## src/design/adc_port_pkg.sv

```systemverilog
package adc_port_pkg;

  // ---------------------------------------------------------------
  // Timing
  // ---------------------------------------------------------------
  localparam int CLOCK_PERIOD_NS = 20;
  localparam int CONV_TIME_US = 55;
  localparam int REQ_LIMIT_US = 100;
  localparam int RESULT_BITS = 11;
  localparam int BIT_TIME_NS = (CONV_TIME_US * 1000) / RESULT_BITS;
  localparam int BIT_CYCLES =
    (BIT_TIME_NS + CLOCK_PERIOD_NS - 1) / CLOCK_PERIOD_NS;
  localparam int REQ_LIMIT_CYCLES_DEF =
    (REQ_LIMIT_US * 1000) / CLOCK_PERIOD_NS;
  localparam int DIV_BITS = 8;
  localparam int WAIT_BITS = 13;

  // ---------------------------------------------------------------
  // Result layout and channel map
  // ---------------------------------------------------------------
  localparam int SIGN_POS = 10;
  localparam int TOP_LSB = 8;
  localparam int CHAN_SEL_BITS = 3;
  localparam int CHAN_COUNT = 1 << CHAN_SEL_BITS;
  localparam int CHAN_MAX_BITS = 4;
  localparam logic [15:0] CHAN_BASE = 16'h2080;
  localparam logic [15:0] RAM_BASE = 16'h2100;
  localparam int RAM_ADDR_BITS = 7;
  localparam int RAM_DEPTH = 128;

  // ---------------------------------------------------------------
  // Reset values
  // ---------------------------------------------------------------
  localparam logic [7:0] BYTE_RESET = 8'h00;
  localparam logic [10:0] RESULT_RESET = 11'h000;
  localparam logic [10:0] FIRST_TRIAL = 11'h400;
  localparam logic [3:0] IDX_RESET = 4'ha;

  typedef enum logic [1:0] {BUS_IDLE, BUS_WAIT_HI, BUS_WAIT_LO}
    bus_state_t;
  typedef enum logic [1:0] {STORE_IDLE, STORE_HI, STORE_LO} store_state_t;
  typedef enum logic {SAR_IDLE, SAR_RUN} sar_state_t;

  // Upper byte: zero above the sign and the two top magnitude bits
  function automatic logic [7:0] hi_byte(input logic [10:0] code);
    hi_byte = {5'h00, code[SIGN_POS:TOP_LSB]};
  endfunction : hi_byte

  function automatic logic [7:0] lo_byte(input logic [10:0] code);
    lo_byte = code[TOP_LSB-1:0];
  endfunction : lo_byte

  // Copy of channel c sits at 2c (upper byte) and 2c+1 (lower byte)
  function automatic logic [RAM_ADDR_BITS-1:0] slot_addr(
    input logic [CHAN_SEL_BITS-1:0] chan, input logic low);
    slot_addr = RAM_ADDR_BITS'({chan, low});
  endfunction : slot_addr

endpackage : adc_port_pkg

```

## src/design/sar_converter.sv

```systemverilog
`timescale 1ns/1ps
module sar_converter
  import adc_port_pkg::*;
(
  // Clock and reset
  input wire logic clock,
  input wire logic rst,
  // Control
  input wire logic start,
  output logic busy,
  output logic top_ready,
  output logic done,
  // Analog side
  input wire logic comp_in,
  output logic [10:0] code
);

  logic [DIV_BITS-1:0] div_q;
  logic pend_q;
  sar_state_t state_q;
  logic [3:0] idx_q;
  logic [10:0] code_q;
  logic done_q;
  logic bit_tick;
  logic [10:0] trial_mask;
  logic [10:0] code_next;
  logic last_bit;

  // ---------------------------------------------------------------
  // Converter clock: free running, unrelated to bus accesses
  // ---------------------------------------------------------------
  assign bit_tick = (div_q == DIV_BITS'(BIT_CYCLES - 1));
  assign trial_mask = 11'h001 << idx_q;
  assign code_next = (comp_in ? code_q : (code_q & ~trial_mask))
    | (trial_mask >> 1);
  assign last_bit = (idx_q == 4'h0);

  always_ff @(posedge clock)
  begin
    if (rst || bit_tick)
      div_q <= '0;
    else
      div_q <= div_q + DIV_BITS'(1);
  end

  // ---------------------------------------------------------------
  // Successive approximation, one bit per converter tick
  // ---------------------------------------------------------------
  always_ff @(posedge clock)
  begin
    if (rst)
    begin
      pend_q <= 1'b0;
      state_q <= SAR_IDLE;
      idx_q <= IDX_RESET;
      code_q <= RESULT_RESET;
      done_q <= 1'b0;
    end
    else
    begin
      done_q <= 1'b0;
      if (start)
        pend_q <= 1'b1;
      if (bit_tick && pend_q && !start)
      begin
        pend_q <= 1'b0;
        state_q <= SAR_RUN;
        idx_q <= IDX_RESET;
        code_q <= FIRST_TRIAL;
      end
      else if (bit_tick && state_q == SAR_RUN && !pend_q)
      begin
        code_q <= code_next;
        idx_q <= idx_q - 4'h1;
        if (last_bit)
        begin
          state_q <= SAR_IDLE;
          // A restart in this cycle would file the old code under the
          // new channel, so the finished result is dropped instead
          done_q <= !start;
        end
      end
    end
  end

  assign busy = pend_q || (state_q == SAR_RUN);
  assign top_ready = (state_q == SAR_RUN) && !pend_q
    && (idx_q < 4'(TOP_LSB));
  assign done = done_q;
  assign code = code_q;

  // ---------------------------------------------------------------
  // Checks
  // ---------------------------------------------------------------
  logic [WAIT_BITS-1:0] run_cnt_q;
  always_ff @(posedge clock)
  begin
    if (rst || start)
      run_cnt_q <= '0;
    else if (busy)
      run_cnt_q <= run_cnt_q + WAIT_BITS'(1);
  end
endmodule : sar_converter

```

## src/design/card_ram.sv

```systemverilog
`timescale 1ns/1ps
module card_ram
  import adc_port_pkg::*;
(
  // Clock and reset
  input wire logic clock,
  input wire logic rst,
  // Write port
  input wire logic wr_en,
  input wire logic [RAM_ADDR_BITS-1:0] wr_addr,
  input wire logic [7:0] wr_data,
  // Read port
  input wire logic [RAM_ADDR_BITS-1:0] rd_addr,
  output logic [7:0] rd_data
);

  logic [7:0] mem_q [RAM_DEPTH];

  // ---------------------------------------------------------------
  // Storage
  // ---------------------------------------------------------------
  always_ff @(posedge clock)
  begin
    if (rst)
    begin
      for (int i = 0; i < RAM_DEPTH; i++)
        mem_q[i] <= BYTE_RESET;
    end
    else if (wr_en)
      mem_q[wr_addr] <= wr_data;
  end

  assign rd_data = mem_q[rd_addr];

endmodule : card_ram

```

## src/design/adc_port.sv

```systemverilog
`timescale 1ns/1ps
// Summary of operation
// - Even channel address read selects input, starts conversion
// - Finished value returned on data bus
// - Eight channels, select field widens to sixteen
// - Value available under 100 us
// - Eleven-bit signed successive approximation result
// - Result split over two byte reads
// - Top bits returned while low bits resolve
// - Eight low bits returned as one byte
// - Both bytes also copied into card RAM
// - Converter timing independent, crossing synchronised
// - Channels on pairs from 2080, RAM apart
// - Decode read, latch multiplexer, pulse start
// - Conversion completes about 55 us after start
module adc_port
  import adc_port_pkg::*;
#(
  parameter int REQ_LIMIT_CYCLES = REQ_LIMIT_CYCLES_DEF
)
(
  // Clock and reset
  input wire logic clock,
  input wire logic rst,
  // Processor bus
  input wire logic bus_req,
  input wire logic bus_wr,
  input wire logic [15:0] bus_addr,
  input wire logic [7:0] bus_wdata,
  output logic bus_ack,
  output logic [7:0] bus_rdata,
  // Analog front end
  input wire logic comp_in,
  output logic [10:0] dac_code,
  output logic [CHAN_MAX_BITS-1:0] mux_sel,
  output logic soc,
  output logic conv_busy
);

  bus_state_t bus_state_q;
  bus_state_t bus_state_d;
  store_state_t store_q;
  store_state_t store_d;
  logic bus_ack_q;
  logic [7:0] bus_rdata_q;
  logic [7:0] bus_rdata_d;
  logic soc_q;
  logic [CHAN_SEL_BITS-1:0] conv_chan_q;
  logic [10:0] result_q;
  logic [CHAN_SEL_BITS-1:0] result_chan_q;
  logic result_valid_q;
  logic sar_busy;
  logic sar_top;
  logic sar_done;
  logic [10:0] sar_code;
  logic [7:0] ram_rd;

  // ---------------------------------------------------------------
  // Address decode
  // ---------------------------------------------------------------
  logic chan_hit;
  logic ram_hit;
  logic odd_addr;
  logic [CHAN_SEL_BITS-1:0] addr_chan;
  logic take;
  logic write_blocked;
  logic take_ok;
  logic chan_rd;
  logic start_conv;
  logic lo_wait;
  logic use_result;
  logic ram_bus_we;
  logic hi_answer;
  logic lo_answer;
  logic ack_d;

  assign chan_hit = bus_addr[15:CHAN_SEL_BITS+1]
    == CHAN_BASE[15:CHAN_SEL_BITS+1];
  assign ram_hit = bus_addr[15:RAM_ADDR_BITS]
    == RAM_BASE[15:RAM_ADDR_BITS];
  assign odd_addr = bus_addr[0];
  assign addr_chan = bus_addr[CHAN_SEL_BITS:1];
  // Ack of the previous access is still visible for one cycle
  assign take = (bus_state_q == BUS_IDLE) && bus_req && !bus_ack_q;
  // RAM writes wait while a finished result is being copied
  assign write_blocked = ram_hit && bus_wr && (store_q != STORE_IDLE);
  assign take_ok = take && !write_blocked;
  assign chan_rd = take_ok && chan_hit && !bus_wr;
  assign start_conv = chan_rd && !odd_addr;
  assign lo_wait = chan_rd && odd_addr && sar_busy
    && (addr_chan == conv_chan_q);
  assign use_result = result_valid_q && (addr_chan == result_chan_q);
  assign ram_bus_we = take_ok && ram_hit && bus_wr;
  assign hi_answer = (bus_state_q == BUS_WAIT_HI) && sar_top;
  assign lo_answer = (bus_state_q == BUS_WAIT_LO) && !sar_busy;
  assign ack_d = (take_ok && !start_conv && !lo_wait)
    || hi_answer || lo_answer;

  // ---------------------------------------------------------------
  // Read data selection
  // ---------------------------------------------------------------
  logic [RAM_ADDR_BITS-1:0] ram_raddr;
  logic [7:0] chan_lo_data;

  assign ram_raddr = (chan_hit && odd_addr) ?
    slot_addr(addr_chan, 1'b1) : bus_addr[RAM_ADDR_BITS-1:0];
  assign chan_lo_data = use_result ? lo_byte(result_q) : ram_rd;
  assign bus_rdata_d =
    hi_answer ? hi_byte(sar_code) :
    lo_answer ? lo_byte(sar_code) :
    (chan_rd && odd_addr) ? chan_lo_data :
    (take_ok && ram_hit && !bus_wr) ? ram_rd :
    BYTE_RESET;

  // ---------------------------------------------------------------
  // Bus sequencing
  // ---------------------------------------------------------------
  always_comb
  begin
    bus_state_d = bus_state_q;
    unique case (bus_state_q)
      BUS_IDLE:
      begin
        if (start_conv)
          bus_state_d = BUS_WAIT_HI;
        else if (lo_wait)
          bus_state_d = BUS_WAIT_LO;
      end
      BUS_WAIT_HI:
      begin
        if (sar_top)
          bus_state_d = BUS_IDLE;
      end
      BUS_WAIT_LO:
      begin
        if (!sar_busy)
          bus_state_d = BUS_IDLE;
      end
      default:
        bus_state_d = BUS_IDLE;
    endcase
  end

  always_ff @(posedge clock)
  begin
    if (rst)
    begin
      bus_state_q <= BUS_IDLE;
      bus_ack_q <= 1'b0;
      bus_rdata_q <= BYTE_RESET;
      soc_q <= 1'b0;
      conv_chan_q <= '0;
    end
    else
    begin
      bus_state_q <= bus_state_d;
      bus_ack_q <= ack_d;
      if (ack_d)
        bus_rdata_q <= bus_rdata_d;
      soc_q <= start_conv;
      if (start_conv)
        conv_chan_q <= addr_chan;
    end
  end

  // ---------------------------------------------------------------
  // Result capture and copy into card RAM
  // ---------------------------------------------------------------
  always_comb
  begin
    store_d = store_q;
    unique case (store_q)
      STORE_IDLE:
      begin
        if (sar_done)
          store_d = STORE_HI;
      end
      STORE_HI:
        store_d = STORE_LO;
      STORE_LO:
        store_d = STORE_IDLE;
      default:
        store_d = STORE_IDLE;
    endcase
  end

  always_ff @(posedge clock)
  begin
    if (rst)
    begin
      store_q <= STORE_IDLE;
      result_q <= RESULT_RESET;
      result_chan_q <= '0;
      result_valid_q <= 1'b0;
    end
    else
    begin
      store_q <= store_d;
      if (sar_done)
      begin
        result_q <= sar_code;
        result_chan_q <= conv_chan_q;
        result_valid_q <= 1'b1;
      end
    end
  end

  logic ram_we;
  logic [RAM_ADDR_BITS-1:0] ram_waddr;
  logic [7:0] ram_wdata;

  assign ram_we = (store_q != STORE_IDLE) || ram_bus_we;
  assign ram_waddr =
    (store_q == STORE_HI) ? slot_addr(result_chan_q, 1'b0) :
    (store_q == STORE_LO) ? slot_addr(result_chan_q, 1'b1) :
    bus_addr[RAM_ADDR_BITS-1:0];
  assign ram_wdata =
    (store_q == STORE_HI) ? hi_byte(result_q) :
    (store_q == STORE_LO) ? lo_byte(result_q) :
    bus_wdata;

  // ---------------------------------------------------------------
  // Converter and RAM
  // ---------------------------------------------------------------
  sar_converter u_sar (
    .clock(clock),
    .rst(rst),
    .start(start_conv),
    .busy(sar_busy),
    .top_ready(sar_top),
    .done(sar_done),
    .comp_in(comp_in),
    .code(sar_code)
  );

  card_ram u_ram (
    .clock(clock),
    .rst(rst),
    .wr_en(ram_we),
    .wr_addr(ram_waddr),
    .wr_data(ram_wdata),
    .rd_addr(ram_raddr),
    .rd_data(ram_rd)
  );

  assign bus_ack = bus_ack_q;
  assign bus_rdata = bus_rdata_q;
  assign dac_code = sar_code;
  assign mux_sel = CHAN_MAX_BITS'(conv_chan_q);
  assign soc = soc_q;
  assign conv_busy = sar_busy;

  // ---------------------------------------------------------------
  // Checks
  // ---------------------------------------------------------------
  logic [WAIT_BITS-1:0] wait_cnt_q;
  always_ff @(posedge clock)
  begin
    if (rst || start_conv)
      wait_cnt_q <= '0;
    else if (sar_busy)
      wait_cnt_q <= wait_cnt_q + WAIT_BITS'(1);
  end
endmodule : adc_port

```

## config.mk

```make
export PLATFORM = sky130hd
export DESIGN_NAME = adc_port
export DESIGN_NICKNAME = d
export VERILOG_FILES = /design/src/design/adc_port_pkg.sv /design/src/design/sar_converter.sv /design/src/design/card_ram.sv /design/src/design/adc_port.sv
export SDC_FILE = /design/constraint.sdc
export NUM_CORES = 2
export LEC_CHECK = 0
export BUFFER_PORTS_ARGS = -buffer_cell sky130_fd_sc_hd__buf_2
export CORE_AREA = 2 2 287 317
export DETAILED_ROUTE_END_ITERATION = 12
export DIE_AREA = 0 0 289 319
export PLACE_DENSITY = 0.73
export SLEW_MARGIN = 10
export SYNTH_ARGS = -nofsm -noshare
export SYNTH_HDL_FRONTEND = slang
export SYNTH_HIERARCHICAL = 1
export SYNTH_SLANG_ARGS = --single-unit
```

## constraint.sdc

```tcl
create_clock -name clock -period 5.5 [get_ports clock]
set_input_delay 0.825 -clock clock [delete_from_list [all_inputs] [get_ports clock]]
set_output_delay 0.825 -clock clock [all_outputs]
set_load 0.1 [all_outputs]
```

## Word-level counts from Yosys, hierarchy flattened

Memories as Yosys holds them, arrays and structs flattened.
Index checks and enable logic that the tools add are counted.

| cells by class | value |
|---|---|
| eq/ne operators | 13 |
| div/mod/pow operators | 0 |
| shifts and indexed selects | 1 |
| add/sub/neg operators | 2 |
| magnitude comparators | 1 |
| mux-type cells | 31 |
| multipliers | 0 |
| bitwise logic cells | 5 |
| reductions and logical operators | 50 |

Operators by type and width:

| operator | number |
|---|---|
| two-way mux 8 bit | 8 |
| two-way mux 11 bit | 3 |
| two-way mux 7 bit | 4 |
| logical AND 1 bit | 26 |
| equality test 12 x 10 -> 1 bit, second input constant | 1 |
| AND 11 bit | 1 |
| inverter 11 bit | 1 |
| bitwise OR 11 x 10 -> 11 bit | 1 |
| left shift 1 x 4 -> 11 bit, first input constant | 1 |
| two-way mux 2 bit | 5 |
| equality test 9 x 7 -> 1 bit, second input constant | 1 |
| two-way mux 1 bit | 9 |
| adder 8 x 1 -> 8 bit, second input constant | 1 |
| equality test 8 bit, second input constant | 1 |
| logical NOT 1 bit | 8 |
| OR reduction 8 bit | 1 |
| equality test 3 bit | 2 |
| one-hot mux 2 bit (3 select lines) | 1 |
| nonzero test 2 bit | 3 |
| logical OR 1 bit | 5 |
| equality test 2 x 1 -> 1 bit, second input constant | 2 |
| equality test 2 bit, second input constant | 2 |
| logical NOT 2 bit | 2 |
| logical NOT 4 bit | 1 |
| 11 further kinds | 13 |

| word-level totals | value |
|---|---|
| memory bits (writable) | 1024 |
| word-level logic and storage cells | 120 |
| flip-flop bits (word level) | 58 |
| output and inout port bits | 26 |
| bits in latches | 0 |
| bits in read-only memories | 0 |
| memories kept | 1 |

Memories:

| name | words | width | read ports | clocked after memory_dff | write ports | line | RTL |
|---|---|---|---|---|---|---|---|
| u_ram.mem_q | 128 | 8 | 1 | 0 | 128 | card_ram.sv:17 | `logic [7:0] mem_q [RAM_DEPTH];` |

## Longest topological paths before layout

| logic depth | value |
|---|---|
| depth in word-level cells | 14 |
| depth in mapped cells | 12 |

## By module

Netlist, hierarchy kept.

Modules (own cells, without submodules):

| module | cells each | seq. area each (um^2) | times used | area each (um^2) |
|---|---|---|---|---|
| card_ram | 2900 | 30749.5 | 1 | 47159.0 |
| adc_port | 229 | 640.6 | 1 | 1978.1 |
| sar_converter | 137 | 520.5 | 1 | 1276.2 |

## Worst setup path after synthesis

OpenSTA, ideal clock, no wires.

| timing | value |
|---|---|
| path type | input port to flip-flop |
| from | input bus_addr[0] |
| to | register bus_rdata_q[2], in the netlist bus_rdata[2] |
| data arrival time | 3.929 ns |
| stages | 11 |
| slack | 1.449 ns |
| path buffers | 4 |
| required time | 5.378 ns |
| setup time | 0.122 ns |
| cells stage by stage | clkbuf_1 -> clkbuf_1 -> clkbuf_1 -> clkbuf_1 -> mux4_2 -> mux4_2 -> mux4_2 -> mux2_2 -> o2111a_1 -> a211oi_1 -> o21ai_1 |

| on the way | value |
|---|---|
| longest elaborated chain between the ends | 7 |

Ends and longest elaborated chain:

| element | line | RTL |
|---|---|---|
| start, declared | adc_port.sv:28 | `input wire logic [15:0] bus_addr,` |
| logical AND 1 bit | adc_port.sv:105 | `assign ram_raddr = (chan_hit && odd_addr) ?` |
| two-way mux 7 bit * | adc_port.sv:105 |  |
| named net ram_raddr[0] | adc_port.sv:102 | `logic [RAM_ADDR_BITS-1:0] ram_raddr;` |
| memory (128 x 8 bit) * | - |  |
| named net ram_rd[2] | adc_port.sv:56 | `logic [7:0] ram_rd;` |
| two-way mux 8 bit (on tied branches) | adc_port.sv:112, adc_port.sv:107 |  |
| two-way mux 8 bit * | adc_port.sv:111 | `(chan_rd && odd_addr) ? chan_lo_data :` |
| two-way mux 8 bit * | adc_port.sv:110 | `lo_answer ? lo_byte(sar_code) :` |
| two-way mux 8 bit * | adc_port.sv:109 | `hi_answer ? hi_byte(sar_code) :` |
| end signal, assigned | adc_port.sv:159 | `bus_rdata_q <= bus_rdata_d;` |
| end, declared | adc_port.sv:45 | `logic [7:0] bus_rdata_q;` |

Mark *: on every way through the listed nets, which the timed path passes. The rest lies on a longest branch.
A chain may end at the register's enable or synchronous reset.

==> flow_summary.ini <==
[sta]
setup_ws_ps = 1510
rsz0062_at_grt = false
period_share_pct = 72.5
fin_setup_tns_ps = 0
finalHoldViolations = 0
worst_slew_pin_slew_ps = 1090
max_slew_margin_pct = 27.1
finalSetupViolations = 0
drv_slew = 0
fin_worst_skew_ps = 33.8
post-route-min-period_ps = 3990
fmax_ghz = 0.251

[floorplan]
die_y_um = 319
die-area_sq_um = 92200
coreArea_sq_um = 88900
initial_core_util_pct = 56.7
rows = 115
die_w_um = 289
io-pin-count = 55

[routing]
drtIter0Drc = 3310
drc = 0
wire_per_inst_um = 27.1
detail-route-antenna-nets = 0
firstDrtPassIters = 5
drt-total-wl_mm = 122
via_count = 28000
vias_per_cell = 6.22

[cells_and_area]
layout.nets = 3283
num-fill-cells = 6235
drive_above_1_share_pct = 23.4
final_common_cell = and2_1
fin_area_sq_um = 55500
diodes = 0
layout_common_cells = 1029 x and2_1, 1024 x edfxtp_1, 336 x mux4_2
area.growth.synth_to_final_pct = 10.2

[yosys]
ys_seq_area_share_pct = 63.3
synth_cell_type_count = 65
yosys_warnings = 6
ys_seq_elements = 1082
synth_ff_type = edfxtp_1
yosys.area.top_type = edfxtp_1
syn_inst = 3266
async_flop_share_pct = 0
synthTopCellsByArea = edfxtp_1 61%, mux4_2 15%, and2_1 13%
syn_area_sq_um = 50400
synth_edf_count = 1024
synth_top_cell_area_share_pct = 61.0
synth.avg_cell_area_sq_um = 15.4
synth_nets = 3302

[critical_path]
reg2reg_depth = 7
end_kind = register
cp.required_ps = 5890
r2r-end = u_ram/mem_q[34][6]$_SDFFCE_PN0P_
path_class = register to register
r2r_setup_slack_ps = 1510
cp.arrival_ps = 4380
crit_path_start_kind = register
reg2reg_from = bus_state_q[0]$_SDFFE_PP0P_
path_max_fanout = 9

[clock_network]
cts-htree-levels = 3
cts_resized = 0
clk_latency_ps = 680
clk_pin_slew_ps = 60
cts_root_buf = clkbuf_16
clkSinkCount = 1082
cts_buffers = 105
cts_buffer_depth = 3
cts_setup_buffers = 0
cts_tree = built
holdBufCountCts = 0

[run]
cap_viol_max_count = 0

[placed_design]
dp_slack_ps = 1010
dp_hpwl_mm = 77.5
port_buffers = 53
gp_congestion = 0.877
placed_area_sq_um = 51900

[global_route]
antenna_found_initial = 4
grt_pass1_vias = 27800
grt_first_pass_wirelength_mm = 183
grt_max_degree = 129
grt_use_total_pct = 27.0
overflow = 0

[power]
seqPwrFrac_pct = 51.6
switchingPower_mw = 3.90
p_int_mw = 14.2
p_comb_share_pct = 6.6
vdd_drop_max_mv = 0.249
switching_share_pct = 21.6
p_clk_share_pct = 41.8
powerDensity_nw_per_um2 = 326
power_leakage_nw = 19.8

[status]
outcome = completed

[worst_hold_path]
min_path_type = register to register
hp-start = u_sar/div_q[0]$_SDFF_PP0_
whs_endpoint = u_sar/div_q[0]$_SDFF_PP0_
hold_depth = 1
-- routing by layer --
metal / vias to the layer above / global-route usage, % / part of all wire, %
met3: 217 / 4.17 / 7.6
met2: 1328 / 43.8 / 49
met1: 14500 / 37.5 / 40
li1: 12000 / - / -
met5: - / 0 / 0.016
met4: 2 / 9.18 / 3.5
-- power by group through the flow --
| stage | Combinational [mW] | Clock (mW) | Sequential (mW) |
|---|---|---|---|
| final | 1.19 | 7.57 | 9.35 |
| after global routing | 1.24 | 7.99 | 9.37 |
| after CTS | 1.19 | 7.67 | 9.35 |
| after detailed placement | 1.19 | 0 | 9.52 |
| after global placement | 1.16 | 0 | 9.51 |
| after floorplan | 0.784 | 0 | 9.46 |
-- per-stage QoR --
step	hold WS [ps]	utilization [%]	power (mW)	std cells
6_report	500	62.5	18.1	4504
5_1_grt	530	62.5	18.6	4504
4_1_cts	502	62.5	18.2	4504
3_5_place_dp	491	58.4	10.7	4310
3_3_place_gp	487	58.3	10.7	4309
2_1_floorplan	458	-	10.2	3266
-- cell usage after synthesis (13+ instances only) --
cell type / number
and2_1: 1029
edfxtp_1: 1024
mux4_2: 336
clkbuf_1: 181
nor2_1: 166
or2_2: 130
dfxtp_1: 58
mux2i_1: 30
nand2_1: 28
buf_1: 23
nand3_1: 23
o21ai_0: 17
buf_2: 16
nand4_1: 14
nor3_1: 14
a21oi_1: 13
buf_4: 13
nor2b_1: 13
-- kinds of logic after synthesis --
logic type / count (synthesis) / synth area share (%)
buffers and inverters: 246 / 2.05
and+or+nand+nor: 1468 / 17.4
AOI/OAI and AO/OA: 70 / 0.970
xor gates and xnor gates: 15 / 0.261
muxes: 377 / 15.9
DFF: 1082 / 63.3
adders and majority gates: 7 / 0.174
other: 1 / 0.00744
-- area by class of cell --
type                    count  area, sq um  share of cell area (%)
well taps                1170         1460                    2.64
repair buffers            111          920                    1.66
clock inverters            72          891                    1.60
clock buffers             122         2760                    4.96
multi-input cells        1938        17600                    31.6
inverters                   9         33.8                  0.0608
flip-flops and latches   1082        31900                    57.5
-- worst max-delay path, cell delays in order, from the launching register on --
cell and delay, ps:
dfxtp_1 350, or4b_1 600, or4_2 640, nand2_1 190, nor3b_1 440, nand2_1 400
nor2_1 710, or2_2 360
-- sequential cells by signal, indices dropped and copies added, names as in the netlist --
signal and cells:
result_valid_q 1, u_sar/div_q 8, u_sar/pend_q 1, conv_chan_q 3, u_sar/done 1, result_chan_q 3
bus_ack 1, result_q 11, store_q 2, bus_state_q 2, soc 1, bus_rdata 8
u_sar/code 11, u_sar/idx_q 4, u_ram/mem_q 1024, u_sar/state_q 1
-- worst max-delay path by stage --
stage | start | end | slack, ps | depth (start not counted)
after global placement | bus_addr[11] | u_ram/mem_q[58][6]$_SDFFCE_PN0P_ | 1050 | 8
after global routing | bus_state_q[0]$_SDFFE_PP0P_ | u_ram/mem_q[122][5]$_SDFFCE_PN0P_ | 1260 | 8
after detailed placement | bus_addr[11] | u_ram/mem_q[34][0]$_SDFFCE_PN0P_ | 1010 | 8
after floorplan | bus_addr[0] | bus_rdata[2]$_SDFFE_PP0P_ | 1450 | 11
final | bus_state_q[0]$_SDFFE_PP0P_ | u_ram/mem_q[34][6]$_SDFFCE_PN0P_ | 1510 | 7
after CTS | bus_state_q[0]$_SDFFE_PP0P_ | u_ram/mem_q[122][5]$_SDFFCE_PN0P_ | 1590 | 8
Note: power is estimated with default switching activity, not from simulation.
